[src/etc_map.vh]
// register map, field positions, reset values and timing figures of the
// edge transition counter; definitions only, included by bare name
`ifndef ETC_MAP_VH
`define ETC_MAP_VH

// byte offsets on the wishbone bus, one aligned word each
`define ETC_ADR_CTRL      8'h00
`define ETC_ADR_THRESH    8'h04
`define ETC_ADR_TIMEOUT   8'h08
`define ETC_ADR_COUNT     8'h0C
`define ETC_ADR_STATUS    8'h10
`define ETC_ADR_MASK      8'h14

// control fields
`define ETC_CTRL_MODE_LO  0
`define ETC_CTRL_MODE_HI  1
`define ETC_CTRL_IN_SEL   2
`define ETC_CTRL_GATE_SEL 3
`define ETC_CTRL_CLR_SEL  4
`define ETC_CTRL_WIDTH    5

// edge modes
`define ETC_MODE_RISE     2'h0
`define ETC_MODE_FALL     2'h1
`define ETC_MODE_BOTH     2'h2

// status and mask bits
`define ETC_ST_FLAG       0
`define ETC_ST_TIMEOUT    1
`define ETC_ST_SAT        2
`define ETC_ST_WIDTH      3

// reset values
`define ETC_RST_CTRL      5'h00
`define ETC_RST_THRESH    32'h00000001
`define ETC_RST_TIMEOUT   16'h0000
`define ETC_RST_MASK      3'h0

// timing: update clock rate and one millisecond of timeout (25000 clocks)
`define ETC_CLK_HZ        25000000
`define ETC_MS_PER_S      1000
`define ETC_CYC_PER_MS    16'h61A8

`endif

[src/etc_dummy_never.v]
// holds no logic; the whole counter sits in etc_top
// assumes nothing of its surroundings
`timescale 1ns/1ns
`default_nettype none
`default_nettype wire

[src/etc_top.v]
// edge transition counter with a classic wishbone register slave
// assumes pins from other channels are asynchronous and one clock mclk_i
// clear and gate act on levels; only the counted input is edge-qualified
`timescale 1ns/1ns
`default_nettype none
`include "etc_map.vh"

module etc_top #(
    parameter [15:0] CYC_PER_MS = `ETC_CYC_PER_MS
) (
    input  wire        mclk_i,
    input  wire        rst_b_i,
    input  wire        sig_in_i,
    input  wire        gate_in_i,
    input  wire        count_clear_source_i,
    input  wire        wb_cyc_i,
    input  wire        wb_stb_i,
    input  wire        wb_we_i,
    input  wire [7:0]  wb_adr_i,
    input  wire [3:0]  wb_sel_i,
    input  wire [31:0] wb_dat_i,
    output reg  [31:0] wb_dat_o,
    output reg         wb_ack_o,
    output reg  [31:0] count_o,
    output reg         flag_o,
    output reg         irq_o
);

    // byte lane merge for wishbone writes
    // lanes with a low enable keep the old bits of the register
    function [31:0] etc_merge;
        input [31:0] old_v;
        input [31:0] new_v;
        input [3:0]  sel;
        integer      k;
        begin
            etc_merge = old_v;
            for (k = 0; k < 4; k = k + 1)
                if (sel[k])
                    etc_merge[k*8 +: 8] = new_v[k*8 +: 8];
        end
    endfunction

    // edge qualification by mode
    function etc_edge;
        input [1:0] mode;
        input       prev;
        input       cur;
        begin
            case (mode)
                `ETC_MODE_RISE: etc_edge = ~prev & cur;
                `ETC_MODE_FALL: etc_edge = prev & ~cur;
                `ETC_MODE_BOTH: etc_edge = prev ^ cur;
                default:        etc_edge = 1'b0;
            endcase
        end
    endfunction

    // write strobe for one register offset
    function etc_hit;
        input       wr;
        input [7:0] adr;
        input [7:0] off;
        begin
            etc_hit = wr & (adr == off);
        end
    endfunction

    reg [`ETC_CTRL_WIDTH-1:0] ctrl;
    reg [31:0]                thresh;
    reg [15:0]                timeout_ms;
    reg [`ETC_ST_WIDTH-1:0]   status;
    reg [`ETC_ST_WIDTH-1:0]   mask;
    reg [31:0]                count;

    reg [2:0]                 sync_a;
    reg [2:0]                 sync_b;
    reg                       in_prev;
    reg                       flag_prev;

    reg [15:0]                pre_cnt;
    reg [15:0]                ms_cnt;

    wire                      bus_req;
    wire                      bus_wr;
    wire                      in_lvl;
    wire                      gate_lvl;
    wire                      clr_lvl;
    wire                      edge_ok;
    wire                      at_max;
    wire                      tmo_fire;
    wire                      ms_tick;
    reg  [31:0]               next_rdata;
    reg  [31:0]               next_count;
    wire [`ETC_ST_WIDTH-1:0]  st_set;
    wire [`ETC_ST_WIDTH-1:0]  st_clr;

    // register write decode and sticky events
    wire                      ev_flag;
    wire                      ev_tmo;
    wire                      ev_sat;
    wire [31:0]               wr_word;
    wire                      wr_ctrl;
    wire                      wr_thresh;
    wire                      wr_tmo;
    wire                      wr_mask;
    wire                      wr_status;
    reg  [31:0]               next_thresh;

    assign bus_req = wb_cyc_i & wb_stb_i;
    // write lands on the edge where the master sees ack high
    assign bus_wr  = bus_req & wb_we_i & wb_ack_o;

    // two-stage synchronisers; only the second stage is read
    // a level shorter than one clock may fall between samples and go uncounted
    always @(posedge mclk_i or negedge rst_b_i)
    begin
        if (!rst_b_i)
        begin
            sync_a  <= 3'h0;
            sync_b  <= 3'h0;
            in_prev <= 1'b0;
        end
        else
        begin
            sync_a  <= {count_clear_source_i, gate_in_i, sig_in_i};
            sync_b  <= sync_a;
            in_prev <= in_lvl;
        end
    end

    // source selection: a clear select bit picks the constant default
    // a source switched in while high shows one rising edge, as a real input would
    assign in_lvl   = ctrl[`ETC_CTRL_IN_SEL]   ? sync_b[0] : 1'b0;
    assign gate_lvl = ctrl[`ETC_CTRL_GATE_SEL] ? sync_b[1] : 1'b1;
    assign clr_lvl  = ctrl[`ETC_CTRL_CLR_SEL]  ? sync_b[2] : 1'b0;

    // countable edge: selected edge while gate is open
    assign edge_ok = gate_lvl &
                     etc_edge(ctrl[`ETC_CTRL_MODE_HI:`ETC_CTRL_MODE_LO], in_prev, in_lvl);
    assign at_max  = (count == 32'hFFFFFFFF);

    // idle timer: prescaler gives ms ticks, restarted by each countable edge
    // the timer runs on while the gate is closed; only a countable edge, its own expiry or a zero timeout restarts it
    assign ms_tick  = (pre_cnt == (CYC_PER_MS - 16'h0001));
    assign tmo_fire = (timeout_ms != 16'h0000) & ~edge_ok &
                      ms_tick & (ms_cnt == (timeout_ms - 16'h0001));

    always @(posedge mclk_i or negedge rst_b_i)
    begin
        if (!rst_b_i)
        begin
            pre_cnt <= 16'h0000;
            ms_cnt  <= 16'h0000;
        end
        else if (edge_ok || tmo_fire || timeout_ms == 16'h0000)
        begin
            pre_cnt <= 16'h0000;
            ms_cnt  <= 16'h0000;
        end
        else if (ms_tick)
        begin
            pre_cnt <= 16'h0000;
            ms_cnt  <= ms_cnt + 16'h0001;
        end
        else
        begin
            pre_cnt <= pre_cnt + 16'h0001;
        end
    end

    // count update; clearing beats counting, top value holds
    // holding the top value instead of wrapping keeps a runaway count visible
    always @*
    begin
        next_count = count;
        if (clr_lvl || tmo_fire)
            next_count = 32'h00000000;
        else if (edge_ok && !at_max)
            next_count = count + 32'h00000001;
    end

    // count, its output copy and the flag all settle on the same edge
    always @(posedge mclk_i or negedge rst_b_i)
    begin
        if (!rst_b_i)
        begin
            count     <= 32'h00000000;
            count_o   <= 32'h00000000;
            flag_o    <= 1'b0;
            flag_prev <= 1'b0;
        end
        else
        begin
            count     <= next_count;
            count_o   <= next_count;
            flag_o    <= (next_count >= next_thresh);
            flag_prev <= flag_o;
        end
    end

    // sticky events: flag rising, timeout clearing a live count, edge lost at the top
    assign ev_flag = flag_o & ~flag_prev;
    assign ev_tmo  = tmo_fire & (count != 32'h00000000);
    assign ev_sat  = edge_ok & at_max & ~clr_lvl;
    assign st_set  = {ev_sat, ev_tmo, ev_flag};
    // write one to clear; all status bits sit in the low byte lane
    assign st_clr  = (wr_status && wb_sel_i[0]) ? wb_dat_i[`ETC_ST_WIDTH-1:0] :
                     {`ETC_ST_WIDTH{1'b0}};

    // bus write strobes; write data merged into the old word by byte lane
    assign wr_word   = etc_merge(next_rdata, wb_dat_i, wb_sel_i);
    assign wr_ctrl   = etc_hit(bus_wr, wb_adr_i, `ETC_ADR_CTRL);
    assign wr_thresh = etc_hit(bus_wr, wb_adr_i, `ETC_ADR_THRESH);
    assign wr_tmo    = etc_hit(bus_wr, wb_adr_i, `ETC_ADR_TIMEOUT);
    assign wr_mask   = etc_hit(bus_wr, wb_adr_i, `ETC_ADR_MASK);
    assign wr_status = etc_hit(bus_wr, wb_adr_i, `ETC_ADR_STATUS);

    // threshold as it stands after this edge, so the flag never lags a write
    always @*
    begin
        next_thresh = thresh;
        if (wr_thresh)
            next_thresh = wr_word;
    end

    // control: a select bit of zero keeps the constant default source
    always @(posedge mclk_i or negedge rst_b_i)
    begin
        if (!rst_b_i)
        begin
            ctrl <= `ETC_RST_CTRL;
        end
        else if (wr_ctrl)
        begin
            ctrl <= wr_word[`ETC_CTRL_WIDTH-1:0];
        end
    end

    // flag threshold; default one so the first counted edge raises the flag
    always @(posedge mclk_i or negedge rst_b_i)
    begin
        if (!rst_b_i)
        begin
            thresh <= `ETC_RST_THRESH;
        end
        else
        begin
            thresh <= next_thresh;
        end
    end

    // idle timeout in ms; zero parks the timer
    always @(posedge mclk_i or negedge rst_b_i)
    begin
        if (!rst_b_i)
        begin
            timeout_ms <= `ETC_RST_TIMEOUT;
        end
        else if (wr_tmo)
        begin
            timeout_ms <= wr_word[15:0];
        end
    end

    // interrupt mask, same layout as status
    always @(posedge mclk_i or negedge rst_b_i)
    begin
        if (!rst_b_i)
        begin
            mask <= `ETC_RST_MASK;
        end
        else if (wr_mask)
        begin
            mask <= wr_word[`ETC_ST_WIDTH-1:0];
        end
    end

    // sticky status; a set in the same cycle as its clear wins
    always @(posedge mclk_i or negedge rst_b_i)
    begin
        if (!rst_b_i)
        begin
            status <= {`ETC_ST_WIDTH{1'b0}};
        end
        else
        begin
            status <= (status & ~st_clr) | st_set;
        end
    end

    // interrupt level, one clock behind the status bits it reflects
    always @(posedge mclk_i or negedge rst_b_i)
    begin
        if (!rst_b_i)
        begin
            irq_o <= 1'b0;
        end
        else
        begin
            irq_o <= |(status & mask);
        end
    end

    // read mux; unmapped offsets read zero
    // reading the count never disturbs it; there is no read-to-clear
    always @*
    begin
        case (wb_adr_i)
            `ETC_ADR_CTRL:    next_rdata = {27'h0, ctrl};
            `ETC_ADR_THRESH:  next_rdata = thresh;
            `ETC_ADR_TIMEOUT: next_rdata = {16'h0, timeout_ms};
            `ETC_ADR_COUNT:   next_rdata = count;
            `ETC_ADR_STATUS:  next_rdata = {29'h0, status};
            `ETC_ADR_MASK:    next_rdata = {29'h0, mask};
            default:          next_rdata = 32'h00000000;
        endcase
    end

    // single-wait-state ack, dropped the cycle after it was given
    // read data is loaded when the request is taken and stands until the next access
    always @(posedge mclk_i or negedge rst_b_i)
    begin
        if (!rst_b_i)
        begin
            wb_ack_o <= 1'b0;
            wb_dat_o <= 32'h00000000;
        end
        else
        begin
            wb_ack_o <= bus_req & ~wb_ack_o;
            if (bus_req && !wb_ack_o)
                wb_dat_o <= next_rdata;
        end
    end

endmodule
`default_nettype wire

[config.mk]
export PLATFORM = sky130hd
export DESIGN_NAME = etc_top
export DESIGN_NICKNAME = d
export VERILOG_FILES = /design/src/etc_dummy_never.v /design/src/etc_top.v
export VERILOG_INCLUDE_DIRS = /design/src
export SDC_FILE = /design/constraint.sdc
export NUM_CORES = 1
export LEC_CHECK = 0
export BUFFER_PORTS_ARGS = -buffer_cell sky130_fd_sc_hd__buf_2
export CAP_MARGIN = 25
export CELL_PAD_IN_SITES_DETAIL_PLACEMENT = 1
export CELL_PAD_IN_SITES_GLOBAL_PLACEMENT = 1
export CORE_MARGIN = 1
export CORE_UTILIZATION = 49
export DETAILED_ROUTE_END_ITERATION = 12
export PLACE_DENSITY_LB_ADDON = 0.1
export SETUP_SLACK_MARGIN = 0.3
export SLEW_MARGIN = 5
export SYNTH_ARGS = -nofsm -noshare
export SYNTH_HDL_FRONTEND = slang
export SYNTH_SLANG_ARGS = --single-unit
[constraint.sdc]
create_clock -name mclk_i -period 9.3 [get_ports mclk_i]
set_input_delay 1.86 -clock mclk_i [delete_from_list [all_inputs] [get_ports mclk_i]]
set_output_delay 1.86 -clock mclk_i [all_outputs]
set_load 0.02 [all_outputs]
==> flow_summary.json <==
{
  "crit_arrival_ps": 6220,
  "wl_per_cell_um": 19.60,
  "crit_family": "simple AND/OR/NAND/NOR gates",
  "routed_wl_um": 25540,
  "fin_nets": 1148,
  "min_period_over_period_pct": 63.58,
  "clock_skew_ps": 7.505,
  "min_period_ps": 5913,
  "ant_nets": 0,
  "synth_area_leaders": "dfrtp_1 44%, mux2i_1 5.5%, ha_1 5.4%",
  "grt_overflow": 0,
  "cts_buffers": 17,
  "hpwl_um": 18900,
  "antenna_cells": 0,
  "worst_slew_pin_slew_ps": 927.0,
  "grt_antenna_before_repair": 0,
  "rows": 50,
  "initial_core_util_pct": 49.95,
  "clock_latency_ps": 430,
  "synth_fp_nets": 1053,
  "ctsHoldBuffers": 0,
  "stdcell_count": 1303,
  "numPortBuffers": 118,
  "synth-seq-cells": 166,
  "io_pins": 119,
  "slowest_delay_ps": 650,
  "drt-initial-drc-count": 359,
  "clkSlewWorstSetupHoldPaths_ps": 60,
  "path_buf_inv": 4,
  "die_area_um2": 19620,
  "critPathMaxFanout": 35,
  "cts.sinks": 166,
  "rsz0062_at_grt": "no",
  "end_kind": "flip-flop",
  "drtPass1Iterations": 4,
  "setup_tns_ps": 0,
  "ys.flop_type": "dfrtp_1",
  "power_density_nw_per_um2": 151.3,
  "syn2layout_area_growth_pct": 14.46,
  "synthArstFlopShare_pct": 100.0,
  "avgSynthCellArea_um2": 9.722,
  "leakagePower_nw": 5.393,
  "max-cap-violations": 0,
  "post_cts_buffers": 0,
  "syn_area_um2": 9343,
  "dp.cells": 1269,
  "clockBufferDepth": 2,
  "viasPerCell": 5.817,
  "final_hold_viol_count": 0,
  "grt_max_degree": 109,
  "synth_cells": 961,
  "finalSetupViolations": 0,
  "critPathSlowestCell": "nor4_1",
  "die_h_um": 140.1,
  "core_um2": 18710,
  "crit_required_ps": 9600,
  "worstSetupStartpointType": "input port",
  "grt_first_pass_wirelength_um": 42370,
  "grt_pass1_vias": 8085,
  "clock-root-buffer": "clkbuf_16",
  "yosysWarningCount": 0,
  "ys_types": 59,
  "grtUsageTotal_pct": 27.66,
  "drive_above_1_share_pct": 18.43,
  "dr_total_vias": 7580,
  "synth-edff-count": 0,
  "drc_errors": 0,
  "path_cells": "buf_2, inv_1, nor4_1, nor2b_2, buf_4, nand2_1, buf_4, mux2_2, ha_1, nand2b_1, a21o_1, a21o_1, a21oi_1, o211ai_1, a21oi_1, o41ai_1",
  "status": "finished clean",
  "synth_top_area_cell": "dfrtp_1",
  "vdd_drop_max_mv": 0.1313,
  "max_freq_mhz": 169.1,
  "critPathKind": "input port to flip-flop",
  "slew_viol_final": 0,
  "dieWidth_um": 140.1,
  "synth_seq_area_share_pct": 44.48,
  "tritoncts": "done",
  "gp_congestion": 0.8181,
  "ctsHtreeMaxLevel": 4,
  "post_cts_resized": 0,
  "yosys.area.top_type_share_pct": 44.19,
  "relSlewSlack_pct": 37.72,
  "min_path_type": "flip-flop to flip-flop"
}
==> Yosys cell counts, drive strengths merged, types with 3 or more instances <==
cell,count
and2,4
buf,17
nand4,22
nor4bb,3
mux2,28
xnor2,38
nor4,23
o21a,18
and4,7
xor2,34
a21o,23
or3,7
o211ai,5
nand3,23
or4b,3
and3,13
nand2,91
o21ai,46
nand2b,5
or4,4
nor4b,3
nor3,60
mux2i,51
a22oi,16
nor2b,4
dfrtp,165
inv,39
nor2,73
a21oi,33
clkbuf,34
ha,40
o41ai,3
==> per-layer routing <==
layer,GRT usage (%),wire [um],vias up
met4,10.64,686,0
met1,35.84,11680,3779
met2,47.42,12580,140
met5,0,0,-
met3,3.282,587,44
li1,-,-,3617
==> sequential cells by signal, summed over array words and instances, names as in the netlist, 3 cells and up <==
register    flops
timeout_ms     16
status          3
ms_cnt         16
sync_a          3
sync_b          3
count          32
thresh         32
pre_cnt        16
mask            3
wb_dat_o       32
ctrl            5
==> worst paths after layout <==
| kind | startpoint | end | slack (ps) | depth (start not counted) |
|---|---|---|---|---|
| max | wb_adr_i[2] | flag_o | 3390 | 16 |
| min | sync_a[0] | sync_b[0] | 360 | 0 |
| max reg2reg | timeout_ms[0] | flag_o | 4320 | 18 |
| min reg2reg | sync_a[0] | sync_b[0] | 360 | 0 |
| max in group asynchronous | rst_b_i | thresh[10] | 7060 | 2 |
| min in group asynchronous | rst_b_i | irq_o | 1240 | 1 |
==> cell type report <==
class | count | area, um^2
clock buffer | 20 | 446.7
clock inverter | 12 | 175.2
inverter | 39 | 146.4
sequential | 166 | 4155
timing repair buffer | 127 | 681.9
fill | 2157 | 8011
tap | 234 | 292.8
multi-input combinational | 705 | 4796
==> layout by cell type, fill, tap and decap left out, types with 5 or more instances in the layout <==
cell       count
a21o_1        23
a21oi_1       33
a22oi_1       16
and3_1        13
and4_1         7
buf_2        117
buf_4          7
clkbuf_16     17
dfrtp_1      165
ha_1          40
inv_1         39
mux2_2        28
mux2i_1       51
nand2_1       91
nand2b_1       5
nand3_1       23
nand4_1       22
nor2_1        72
nor3_1        60
nor4_1        21
o211ai_1       5
o21a_1        18
o21ai_0       45
or3_1          7
xnor2_1       38
xor2_1        34
==> worst register-to-register path: cells and delay by family, from the launching register on <==
family	cells	cell delay, ps
AO/OA/AOI/OAI	9	1660
AND/OR/NAND/NOR	4	1470
buffers and inverters	2	600
adder cells (fa/ha/maj)	2	530
flip-flops	1	470
XOR/XNOR	1	110
==> metrics by stage <==
| step | hold slack (ps) | total power, W | utilization, % | setup slack (ps) | area (um^2) |
|---|---|---|---|---|---|
| 6_report | 356.7 | 0.001618 | 57.17 | 3388 | 10690 |
| 4_1_cts | 362.0 | 0.001634 | 57.00 | 3403 | 10660 |
| 5_1_grt | 368.3 | 0.001673 | 57.17 | 3006 | 10690 |
| 3_3_place_gp | 334.5 | 0.0008728 | 53.67 | 3179 | 10040 |
| 2_1_floorplan | 331.2 | 0.0008284 | - | 4127 | 9343 |
| 3_5_place_dp | 339.6 | 0.0008751 | 53.67 | 2963 | 10040 |
==> cell families (layout without fill, tap and decap cells) <==
kind of cell               after synthesis  count (layout)  synth area share, %
buffers and inverters                   90             198                4.218
and+or+nand+nor                        352             352                19.16
muxes                                   79              79                8.839
AOI/OAI and AO/OA                      162             162                11.20
DFF                                    166             166                44.48
adders and majority gates               40              40                5.357
xor gates and xnor gates                72              72                6.750
==> report_power, final <==
part | total, W | switching (W) | internal (W)
combinational | 0.000101 | 0.0000599 | 0.0000414
sequential | 0.000761 | 0.0000213 | 0.000740
clock | 0.000756 | 0.000299 | 0.000457
total | 0.00162 | 0.000380 | 0.00124
Power figures use the tool's default switching activity.
